$ cat config.mk
export PLATFORM = sky130hd
export DESIGN_NAME = adcrd_top
export DESIGN_NICKNAME = d
export VERILOG_FILES = /design/src/adcrd_pkg.sv /design/src/adcrd_top.sv
export VERILOG_INCLUDE_DIRS = /design/src
export SDC_FILE = /design/constraint.sdc
export NUM_CORES = 1
export LEC_CHECK = 0
export ABC_CLOCK_PERIOD_IN_PS = 4600
export BUFFER_PORTS_ARGS = -buffer_cell sky130_fd_sc_hd__buf_2
export CORE_UTILIZATION = 45
export CTS_CLUSTER_DIAMETER = 200
export DETAILED_ROUTE_END_ITERATION = 6
export HOLD_SLACK_MARGIN = 0.06
export PLACE_DENSITY_LB_ADDON = 0.1
export SYNTH_ARGS = -nofsm -noshare
export SYNTH_HDL_FRONTEND = slang
export SYNTH_SLANG_ARGS = --single-unit
$ cat constraint.sdc
create_clock -name clk_i -period 4.6 [get_ports clk_i]
set_input_delay 0.46 -clock clk_i [delete_from_list [all_inputs] [get_ports clk_i]]
set_output_delay 0.46 -clock clk_i [all_outputs]
set_load 0.01 [all_outputs]
$ cat src/adcrd_regs.svh
`ifndef ADCRD_REGS_SVH
`define ADCRD_REGS_SVH

// ------------------------------------------------------------
// Timing figures in ns and derived cycle counts
// ------------------------------------------------------------
`define ADCRD_CLK_NS        10
`define ADCRD_BUSY_PGA_NS   100
`define ADCRD_BUSY_BYP_NS   30
`define ADCRD_CONV_PGA_NS   1550
`define ADCRD_CONV_BYP_NS   660
`define ADCRD_BUSY_PGA_CYC  (`ADCRD_BUSY_PGA_NS / `ADCRD_CLK_NS)
`define ADCRD_BUSY_BYP_CYC  (`ADCRD_BUSY_BYP_NS / `ADCRD_CLK_NS)
`define ADCRD_CONV_PGA_CYC  (`ADCRD_CONV_PGA_NS / `ADCRD_CLK_NS)
`define ADCRD_CONV_BYP_CYC  (`ADCRD_CONV_BYP_NS / `ADCRD_CLK_NS)

// ------------------------------------------------------------
// Serial word layout
// ------------------------------------------------------------
`define ADCRD_DATA_BITS     14
`define ADCRD_EXTRA_BITS    6
`define ADCRD_WORD_BITS     20
`define ADCRD_WORD_MSB      19
`define ADCRD_CHAN_POS      14
`define ADCRD_GAIN_POS      17
`define ADCRD_FIFO_DEPTH    4
`define ADCRD_CNT_W         8

`endif

$ cat src/adcrd_pkg.sv
package adcrd_pkg;
  `include "adcrd_regs.svh"

  typedef struct packed {
    logic [2:0] chan;
    logic [2:0] gain;
  } adcrd_sel_t;

  typedef struct packed {
    logic [`ADCRD_DATA_BITS-1:0] data;
    adcrd_sel_t                  sel;
  } adcrd_word_t;

  typedef enum logic [1:0] {
    ST_IDLE,
    ST_CONV,
    ST_READ
  } adcrd_state_t;
endpackage

$ cat src/adcrd_top.sv
`timescale 1ns/1ns
`include "adcrd_regs.svh"
// Summary of operation
// RULE_01: Host holds select high 150ns, normal.
// RULE_02: Busy rises within 100ns, 30ns bypassed.
// RULE_03: Conversion ends within 1550ns or 660ns.
// RULE_04: Host gives 14 clock rises per result.
// RULE_05: Last clock may be half period.
// RULE_06: Host clock at most 50MHz.
// RULE_07: Six more clocks read appended bits.
// RULE_08: Channel bits then gain bits, MSB first.
// RULE_09: Host sample period covers all phases.
// RULE_10: Low power: select high time is acquisition.
// RULE_11: Host holds select high 500ns, low power.
// RULE_12: Low power: use minimum 500ns high width.
// RULE_13: Low power first conversion is valid.
// RULE_14: Data pin released high, driven low.
// RULE_15: Busy over conversion, then MSB, shifts.
// RULE_16: Host keeps clock low while busy.
// RULE_17: Fewer extra clocks give fewer extra bits.
// RULE_18: Host waits busy low before clocking.

// ------------------------------------------------------------
// Sample FIFO
// ------------------------------------------------------------
module adcrd_fifo #(
  parameter int W = 14,
  parameter int D = 4
) (
  input  wire logic         clk_i,
  input  wire logic         sys_rst_i,
  input  wire logic         in_valid_i,
  input  wire logic [W-1:0] in_data_i,
  output logic              in_ready_o,
  output logic              out_valid_o,
  input  wire logic         out_ready_i,
  output logic [W-1:0]      out_data_o
);
  localparam int AW = (D > 1) ? $clog2(D) : 1;
  localparam int CW = $clog2(D + 1);

  logic [W-1:0]  mem_r [D];
  logic [AW-1:0] wr_r;
  logic [AW-1:0] rd_r;
  logic [CW-1:0] cnt_r;
  logic [CW-1:0] cnt_nxt;
  logic          ready_r;

  wire push_w = in_valid_i && ready_r;
  wire pop_w  = out_ready_i && (cnt_r != '0);
  always_comb begin
    cnt_nxt = cnt_r;
    if (push_w && !pop_w) begin
      cnt_nxt = cnt_r + CW'(1);
    end else if (pop_w && !push_w) begin
      cnt_nxt = cnt_r - CW'(1);
    end
  end
  function automatic logic [AW-1:0] adv(input logic [AW-1:0] p);
    adv = (p == AW'(D - 1)) ? '0 : p + AW'(1);
  endfunction
  // Ready is a flop of its own so the top output comes from a register
  always_ff @(posedge clk_i) begin
    if (sys_rst_i) begin
      wr_r    <= '0;
      rd_r    <= '0;
      cnt_r   <= '0;
      ready_r <= 1'b1;
    end else begin
      if (push_w) wr_r <= adv(wr_r);
      if (pop_w)  rd_r <= adv(rd_r);
      cnt_r   <= cnt_nxt;
      ready_r <= (cnt_nxt != CW'(D));
    end
  end
  always_ff @(posedge clk_i) begin
    if (push_w) mem_r[wr_r] <= in_data_i;
  end

  assign in_ready_o  = ready_r;
  assign out_valid_o = (cnt_r != '0);
  assign out_data_o  = mem_r[rd_r];
endmodule // adcrd_fifo

// ------------------------------------------------------------
// Conversion and serial readout
// ------------------------------------------------------------
module adcrd_top
  import adcrd_pkg::*;
(
  input  wire logic                        clk_i,
  input  wire logic                        sys_rst_i,
  input  wire logic                        cs_n_i,
  input  wire logic                        sck_i,
  input  wire logic                        low_power_select_pin_i,
  input  wire logic                        gain_bypass_i,
  input  wire logic [2:0]                  chan_sel_i,
  input  wire logic [2:0]                  gain_sel_i,
  input  wire logic                        sample_valid_i,
  input  wire logic [`ADCRD_DATA_BITS-1:0] sample_data_i,
  output logic                             sample_ready_o,
  output logic                             busy_o,
  output logic                             sdo_o,
  output logic                             sdo_oe_o,
  output logic                             result_valid_o,
  output logic                             underrun_o
);
  localparam int CONV_PGA = `ADCRD_CONV_PGA_CYC;
  localparam int CONV_BYP = `ADCRD_CONV_BYP_CYC;

  // ----------------------------------------------------------
  // Pin synchronisers
  // ----------------------------------------------------------
  logic [10:0] pin_s1_r;
  logic [10:0] pin_s2_r;
  logic        cs_prev_r;
  logic        sck_prev_r;

  always_ff @(posedge clk_i) begin
    if (sys_rst_i) begin
      pin_s1_r   <= 11'h7FF;
      pin_s2_r   <= 11'h7FF;
      cs_prev_r  <= 1'b1;
      sck_prev_r <= 1'b1;
    end else begin
      pin_s1_r   <= {cs_n_i, sck_i, low_power_select_pin_i, gain_bypass_i,
                     chan_sel_i, gain_sel_i, 1'b0};
      pin_s2_r   <= pin_s1_r;
      cs_prev_r  <= pin_s2_r[10];
      sck_prev_r <= pin_s2_r[9];
    end
  end

  wire        cs_s_w    = pin_s2_r[10];
  wire        sck_s_w   = pin_s2_r[9];
  wire        lp_s_w    = pin_s2_r[8];
  wire        byp_s_w   = pin_s2_r[7];
  adcrd_sel_t sel_s_w;
  assign sel_s_w   = adcrd_sel_t'(pin_s2_r[6:1]);
  wire cs_fall_w   = cs_prev_r && !cs_s_w;
  wire cs_rise_w   = !cs_prev_r && cs_s_w;
  wire sck_rise_w  = !sck_prev_r && sck_s_w;

  // ----------------------------------------------------------
  // Sample buffer
  // ----------------------------------------------------------
  logic                        head_valid_w;
  logic [`ADCRD_DATA_BITS-1:0] head_data_w;
  logic                        pop_w;

  adcrd_fifo #(
    .W (`ADCRD_DATA_BITS),
    .D (`ADCRD_FIFO_DEPTH)
  ) u_fifo (
    .clk_i       (clk_i),
    .sys_rst_i   (sys_rst_i),
    .in_valid_i  (sample_valid_i),
    .in_data_i   (sample_data_i),
    .in_ready_o  (sample_ready_o),
    .out_valid_o (head_valid_w),
    .out_ready_i (pop_w),
    .out_data_o  (head_data_w)
  );

  // ----------------------------------------------------------
  // Sequencer
  // ----------------------------------------------------------
  adcrd_state_t                st_r;
  logic [`ADCRD_CNT_W-1:0]     conv_cnt_r;
  logic [`ADCRD_WORD_MSB:0]    shift_r;
  logic [4:0]                  bit_r;
  adcrd_sel_t                  sel_latch_r;
  adcrd_sel_t                  conv_sel_r;
  logic                        busy_r;
  logic                        oe_r;
  logic                        warm_r;
  logic                        valid_r;
  logic                        under_r;

  wire start_w    = cs_fall_w && (st_r == ST_IDLE);
  wire conv_end_w = (st_r == ST_CONV) && (conv_cnt_r == '0) && !cs_rise_w;
  assign pop_w    = conv_end_w && head_valid_w;

  wire [`ADCRD_CNT_W-1:0] conv_len_w = byp_s_w ?       // RULE_03
      `ADCRD_CNT_W'(CONV_BYP - 1) : `ADCRD_CNT_W'(CONV_PGA - 1);
  wire [`ADCRD_DATA_BITS-1:0] res_w = head_valid_w ? head_data_w : '0;

  always_ff @(posedge clk_i) begin
    if (sys_rst_i) begin
      st_r        <= ST_IDLE;
      conv_cnt_r  <= '0;
      shift_r     <= '0;
      bit_r       <= '0;
      sel_latch_r <= '0;
      conv_sel_r  <= '0;
      busy_r      <= 1'b0;
      oe_r        <= 1'b0;
      warm_r      <= 1'b0;
      valid_r     <= 1'b0;
      under_r     <= 1'b0;
    end else if (cs_rise_w) begin
      st_r        <= ST_IDLE;
      busy_r      <= 1'b0;
      oe_r        <= 1'b0;                               // RULE_14
      sel_latch_r <= sel_s_w;
      warm_r      <= 1'b1;
    end else begin
      case (st_r)
        ST_IDLE: begin
          if (cs_fall_w) begin                           // RULE_10
            st_r       <= ST_CONV;
            busy_r     <= 1'b1;                          // RULE_02
            oe_r       <= 1'b1;                          // RULE_14
            shift_r    <= '0;
            conv_cnt_r <= conv_len_w;
            conv_sel_r <= sel_latch_r;
            valid_r    <= lp_s_w || warm_r;              // RULE_13
          end
        end
        ST_CONV: begin
          if (conv_cnt_r == '0) begin
            st_r    <= ST_READ;
            busy_r  <= 1'b0;                             // RULE_15
            shift_r <= {res_w, conv_sel_r};              // RULE_08 RULE_07
            bit_r   <= '0;
            under_r <= !head_valid_w;
          end else begin
            conv_cnt_r <= conv_cnt_r - `ADCRD_CNT_W'(1);
          end
        end
        ST_READ: begin
          if (sck_rise_w) begin                          // RULE_15
            shift_r <= {shift_r[`ADCRD_WORD_MSB-1:0], 1'b0}; // RULE_17
            if (bit_r != 5'(`ADCRD_WORD_BITS)) bit_r <= bit_r + 5'h01;
          end
        end
        default: st_r <= ST_IDLE;
      endcase
    end
  end

  assign busy_o         = busy_r;
  assign sdo_o          = shift_r[`ADCRD_WORD_MSB];
  assign sdo_oe_o       = oe_r;
  assign result_valid_o = valid_r;
  assign underrun_o     = under_r;

  // ----------------------------------------------------------
  // Checks
  // ----------------------------------------------------------
  localparam int BUSY_MAX = `ADCRD_BUSY_BYP_CYC;
  logic [`ADCRD_CNT_W-1:0] busy_len_r;
  always_ff @(posedge clk_i) begin
    if (sys_rst_i || !busy_r) busy_len_r <= '0;
    else busy_len_r <= busy_len_r + `ADCRD_CNT_W'(1);
  end
endmodule // adcrd_top

==> impl_metrics.toml, run 1 <==
[power]
p_per_area_nw_per_um2 = 449
irDropWorstVdd_v = 0.000227
p_leak_nw = 2.16

[finish]
multi_input_area_sq_um = 1970
fin_util_pct = 53.3
seqCellArea_sq_um = 3260
fill_cells = 985
instances_no_fill = 642
fin_nets = 525
area_growth_pct = 14.0
drive_gt1_share_pct = 22.2
design_area_sq_um = 6160
diodes = 0

[critical_path]
r2r_cells = 7
crit_required_ns = 4.88
rrSetupSlack_ns = 1.95
r2r_end = "shift_r[16]"
slowest_delay_ns = 0.75
cp_cell_sequence = "inv_1 -> ha_1 -> or4b_4 -> o21ai_0 -> nand4_1 -> nand2_1 -> a21oi_1"
worstSetupPathDepth = 7
crit_type = "flip-flop to flip-flop"
crit_arrival_ns = 2.93
cp-end-kind = "flip-flop"
crit_buf_inv = 1
crit_start = "conv_cnt_r[0]"
timing.rr.start = "conv_cnt_r[0]"
slowest_stage = "nand4_1"
critical_path.top_delay_family = "simple AND/OR/NAND/NOR gates"
critPathMaxFanout = 20
crit_path_start_kind = "flip-flop"
cp-endpoint = "shift_r[16]"

[sta]
setup_tns_ns = 0
slew_headroom_pct = 36.1
rsz0062_at_grt = "false"
min_period_over_period_pct = 57.7
setup_ws_ns = 1.95
slew_viol_final = 0
worstMarginPinSlew_ns = 0.958
hold_viol_final = 0
skew_ns = 0.00869
fmax_mhz = 377
setup_viol = 0
fin_crit_ns = 2.65

[run_status]
status = "finished, final reports clean"

[floorplanning]
die_h_microns = 112
ios = 33
core_sq_um = 11600
die_w_microns = 112
start_util_pct = 46.7
fp-row-count = 39
die-area_sq_um = 12500

[synthesis]
synth_seq_cells = 135
synthFlopType = "dfxtp_1"
ys.warnings.count = 0
synthCells = 463
synth.cell_area_sq_um = 5410
syn_nets = 502
yosysUniqueCellTypes = 51
yosysSeqAreaShare_pct = 60.4
synth_edf_count = 56
syn_avg_cell_area_sq_um = 11.7
async_reset_ff_share_pct = 0

[clock_tree]
cts_tree = "built"
path_clk_slew_ns = 0.06
cts.sinks = 135
post-cts-setup-buffers = 0
cts-resized-gates = 0
insertion_delay_ns = 0.42
holdBufCountCts = 0
cts_root_buffer = "clkbuf_16"
h-tree-depth = 4
clockBufferDepth = 2
cts_buffers = 17

[global_route]
grt_max_degree = 73
track_usage_pct = 18.7
antenna_found_initial = 1
overflow = 0
grt_pass1_wl_microns = 17600
first_global_vias = 3420

[placement]
io_buffers = 32
placed_area_sq_um = 5620
post-place-ws_ns = 1.97
hpwl_microns = 6660
place.gp.congestion = 0.776
placed_cells = 610

[drt]
drt_wl_total_microns = 10600
ant_nets = 0
via_per_inst = 5.53
drt_iter0_drc = 267
post_drt_wl_per_cell_microns = 16.5
first_pass_iters = 4
drc = 0
via_count = 3552

[hold_path]
min_path_type = "input pin to flip-flop"

[run]
cap_violations = 0
-- through the flow --
stage	hold slack (ns)	power, mW
6_report	0.220	2.77
3_5_place_dp	0.394	1.56
4_1_cts	0.199	2.80
2_1_floorplan	0.389	1.50
5_1_grt	0.199	2.88
3_3_place_gp	0.391	1.56
-- layer usage --
| layer | vias to the layer above | global-route usage (%) | routed length [microns] |
|---|---|---|---|
| li1 | 1734 | - | - |
| met1 | 1721 | 25.6 | 5170 |
| met2 | 80 | 26.5 | 4690 |
| met3 | 15 | 7.13 | 558 |
| met4 | 2 | 7.75 | 172 |
| met5 | - | 0 | 10 |
-- worst reg2reg max path: stages, from the launching register on --
cell	delay, ns
dfxtp_1	0.35
inv_1	0.07
ha_1	0.16
or4b_4	0.51
o21ai_0	0.28
nand4_1	0.75
nand2_1	0.29
a21oi_1	0.09
-- layout by cell type, fill, tap and decap left out, types with 11 or more instances in the layout --
master / count
nor3_1: 13
mux4_2: 14
nand3_1: 24
buf_2: 32
inv_1: 11
a32o_1: 14
a21oi_1: 46
o21ai_0: 13
ha_1: 12
nand2_1: 55
dfxtp_1: 79
clkbuf_16: 17
edfxtp_1: 56
or2_2: 25
nor2_1: 15
-- kinds of logic after synthesis --
family,count (synthesis),synth area share (%)
AND/OR/NAND/NOR,165,16.0
flip-flops,135,60.4
AO/OA/AOI/OAI,91,10.9
buffers and inverters,41,3.26
multiplexers,16,6.20
adder cells (fa/ha/maj),12,2.78
XOR/XNOR,3,0.486
-- how the worst min path moves through the flow --
stage	startpoint	end	slack [ns]	cells past startpoint
floorplan	pin_s1_r[10]	pin_s2_r[10]	0.39	1
CTS	sck_i	pin_s1_r[9]	0.20	2
detailed placement	pin_s1_r[8]	pin_s2_r[8]	0.39	1
global placement	pin_s1_r[9]	pin_s2_r[9]	0.39	1
global route	chan_sel_i[2]	pin_s1_r[6]	0.20	2
finish	sck_i	pin_s1_r[9]	0.22	2
-- Yosys cell counts (2+ instances only) --
cell | count | area [sq um]
nand2_1 | 55 | 206
a21oi_1 | 46 | 230
clkbuf_1 | 24 | 90.1
nand3_1 | 24 | 120
or3_1 | 3 | 18.8
ha_1 | 12 | 150
dfxtp_1 | 79 | 1580
or3b_2 | 2 | 17.5
nand2b_1 | 5 | 31.3
inv_1 | 11 | 41.3
and3_1 | 5 | 31.3
and2_1 | 3 | 18.8
edfxtp_1 | 56 | 1680
mux4_2 | 14 | 315
xor2_1 | 2 | 17.5
or2_2 | 25 | 156
or2b_2 | 2 | 17.5
a32o_1 | 14 | 140
nor2_1 | 15 | 56.3
nand4_1 | 2 | 12.5
buf_2 | 4 | 20.0
and4_1 | 2 | 17.5
nor3_1 | 13 | 65.1
mux2i_1 | 2 | 20.0
o21ai_0 | 13 | 65.1
a22o_1 | 5 | 43.8
-- cell type report --
| type | instances | area share [%] |
|---|---|---|
| Timing Repair Buffer | 34 | 2.84 |
| Clock inverter | 10 | 1.34 |
| Inverter | 11 | 0.670 |
| Clock buffer | 22 | 7.37 |
| Tap cell | 143 | 2.90 |
| Sequential cell | 135 | 53.0 |
| Multi-Input combinational cell | 287 | 31.9 |
-- sequential cells by signal, indices dropped and copies added (netlist names), named ones only --
register,flops
u_fifo.mem_r,56
shift_r,20
pin_s1_r,10
pin_s2_r,10
conv_cnt_r,8
conv_sel_r,6
sel_latch_r,6
u_fifo.cnt_r,3
st_r,2
u_fifo.rd_r,2
u_fifo.wr_r,2
busy_o,1
cs_prev_r,1
result_valid_o,1
sck_prev_r,1
sdo_oe_o,1
u_fifo.in_ready_o,1
underrun_o,1
warm_r,1
-- where the power goes --
part / internal, mW / total (mW) / switching [mW]
sequential: 1.29 / 1.32 / 0.0244
combinational: 0.0826 / 0.220 / 0.137
clock: 0.749 / 1.23 / 0.481
total: 2.13 / 2.77 / 0.643
(Power assumes the default switching activity.)
==> run 2: changes to the inputs <==
ABC_AREA = 1   (was not set)
ABC_CLOCK_PERIOD_IN_PS = 2600   (was 4600)
clock period = 2.6 ns   (was 4.6 ns; I/O delays follow)
==> impl_metrics.toml, run 2 <==
[sta]
setup_tns_ns = 0
slew_headroom_pct = 60.2
fin_crit_ns = 1.96
fmax_mhz = 510
setup_viol = 0
worstMarginPinSlew_ns = 0.596
hold_viol_final = 0
skew_ns = 0.00844
min_period_over_period_pct = 75.4
rsz0062_at_grt = "false"
slew_viol_final = 0

[finish]
fin_nets = 658
largestRegisters = "u_fifo.mem_r (56), shift_r (20)"
regMostFlops = "u_fifo.mem_r"
area_growth_pct = 19.9
instances_no_fill = 775
diodes = 0
multi_input_area_sq_um = 1870
seqCellArea_sq_um = 3260
drive_gt1_share_pct = 19.0
largest_register_ffs = 56
layout_commonest_cell = "nand2_1"
fill_cells = 1021
final_cell_mix = "nand2_1 (106), dfxtp_1 (79), nor2_1 (56), edfxtp_1 (56), a21oi_1 (43)"

[floorplanning]
fp-row-count = 39
start_util_pct = 46.8
die-area_sq_um = 12500
core_sq_um = 11600
die_w_microns = 112
die_h_microns = 112
ios = 33

[power]
p_leak_nw = 2.53
p_per_area_nw_per_um2 = 927
irDropWorstVdd_v = 0.000435

[synthesis]
synthFlopType = "dfxtp_1"
syn_avg_cell_area_sq_um = 9.59
ys_top_cells_by_count = "nand2_1 (106), dfxtp_1 (79), edfxtp_1 (56), nor2_1 (56), a21oi_1 (43)"
syn_nets = 603
yosysUniqueCellTypes = 33
yosysMostFrequentCell = "nand2_1"
ys.warnings.count = 0
yosysTopAreaCell = "edfxtp_1"
synth_area_leaders = "edfxtp_1 (31%), dfxtp_1 (29%), nand2_1 (7.4%)"
synthCells = 564
synth_seq_cells = 135
synth.top_cell.area_share_pct = 31.1
synth_edf_count = 56
async_reset_ff_share_pct = 0
synth.cell_area_sq_um = 5410
yosysSeqAreaShare_pct = 60.3

[clock_tree]
clockBufferDepth = 2
cts_tree = "built"
cts_buffers = 17
cts.sinks = 135
h-tree-depth = 4
holdBufCountCts = 20
post-cts-setup-buffers = 0
cts-resized-gates = 0
path_clk_slew_ns = 0.05
insertion_delay_ns = 0.42
cts_root_buffer = "clkbuf_16"

[global_route]
grt_max_degree = 52
overflow = 0
antenna_found_initial = 0
first_global_vias = 3679
grt_pass1_wl_microns = 17700
track_usage_pct = 18.3

[placement]
placed_cells = 723
place.gp.congestion = 0.822
io_buffers = 32
hpwl_microns = 6480

[critical_path]
cp_cell_sequence = "inv_1 -> ha_1 -> buf_4 -> nand3_2 -> nor2_2 -> nand2_1 -> nand3_1 -> nand2_1 -> nor2_1 -> nand2_1"
crit_required_ns = 2.90
cp-end-kind = "flip-flop"
crit_arrival_ns = 2.26
crit_top_cell = "nand2_1"
crit_path_start_kind = "flip-flop"
slowest_stage = "ha_1"
crit_start = "st_r[1]"
crit_buf_inv = 2
crit_type = "flip-flop to flip-flop"
timing.rr.start = "st_r[1]"
critical_path.top_delay_family = "simple AND/OR/NAND/NOR gates"
slowest_delay_ns = 0.35
critPathMaxFanout = 19

[drt]
ant_nets = 0
first_pass_iters = 7
drt_wl_total_microns = 10400
drt_iter0_drc = 274
post_drt_wl_per_cell_microns = 13.4
via_count = 3867
via_per_inst = 4.99
drc = 2

[run]
cap_violations = 0

[hold_path]
min_path_type = "input pin to flip-flop"
worstHoldStart = "sample_data_i[1]"

[run_status]
violations = "design-rule violations"
status = "finished with violations"
## run 2: cell count changes in the layout (fill, tap and decap cells not counted), moves of 14 or more
cell           delta
o21ai_0          +21
a32o_1           -14
nand2_1          +51
mux4_2           -14
inv_1            +22
dlygate4sd3_1    +20
nor2_1           +41
## run 2: layout make-up
class	count	share of cell area [%]
sequential	135	50.3
clock inverter	2	0.540
timing repair buffer	64	6.95
multi-input combinational	360	28.8
tap	143	2.76
inverter	41	2.37
clock buffer	30	8.24
## run 2: final timing paths
kind,slack (ns),depth (start not counted),end
hold / removal,0.08,1,u_fifo.mem_r[3][1]
setup reg to reg,0.64,10,u_fifo.in_ready_o
setup / recovery,0.64,10,u_fifo.in_ready_o
hold reg to reg,0.40,1,pin_s2_r[7]
## run 2: cells by family (layout without fill, tap and decap cells)
group / after synthesis / after routing / share of synthesized area, %
DFF: 135 / 135 / 60.3
AOI/OAI and AO/OA: 115 / 115 / 12.1
xor gates and xnor gates: 4 / 4 / 0.648
and+or+nand+nor: 229 / 229 / 19.0
buffers and inverters: 69 / 137 / 5.11
adders and majority gates: 12 / 12 / 2.78
## run 2: report_power, final
part           internal [mW]  switching [mW]  total [mW]
registers               2.37          0.0879        2.46
logic                  0.426           0.856        1.28
clock network           1.47           0.807        2.28
## run 2: metrics by stage
step | util, % | setup slack [ns] | area (sq um) | power, mW | hold WS, ns
final | 56.1 | 0.641 | 6480 | 6.01 | 0.0788
after detailed placement | 49.4 | 0.641 | 5720 | 3.76 | 0.395
after global routing | 56.1 | 0.345 | 6480 | 6.35 | 0.0647
after global placement | 49.4 | 0.728 | 5720 | 3.75 | 0.391
after CTS | 56.1 | 0.624 | 6480 | 6.07 | 0.0602
after floorplan | - | 0.960 | 5410 | 3.45 | 0.359
## run 2: worst reg2reg max path, stage by stage, from the launching register on
cell and delay (ns):
dfxtp_1 0.32, inv_1 0.08, ha_1 0.35, buf_4 0.33
nand3_2 0.14, nor2_2 0.17, nand2_1 0.13, nand3_1 0.12
nand2_1 0.06, nor2_1 0.10, nand2_1 0.06
## run 2: routing by layer
layer	routed length, microns	share of wire, %	GRT usage, %
met5	0	0	0
met4	152	1.5	7.75
met3	433	4.2	5.23
met2	4800	46	28.0
met1	5000	48	24.2
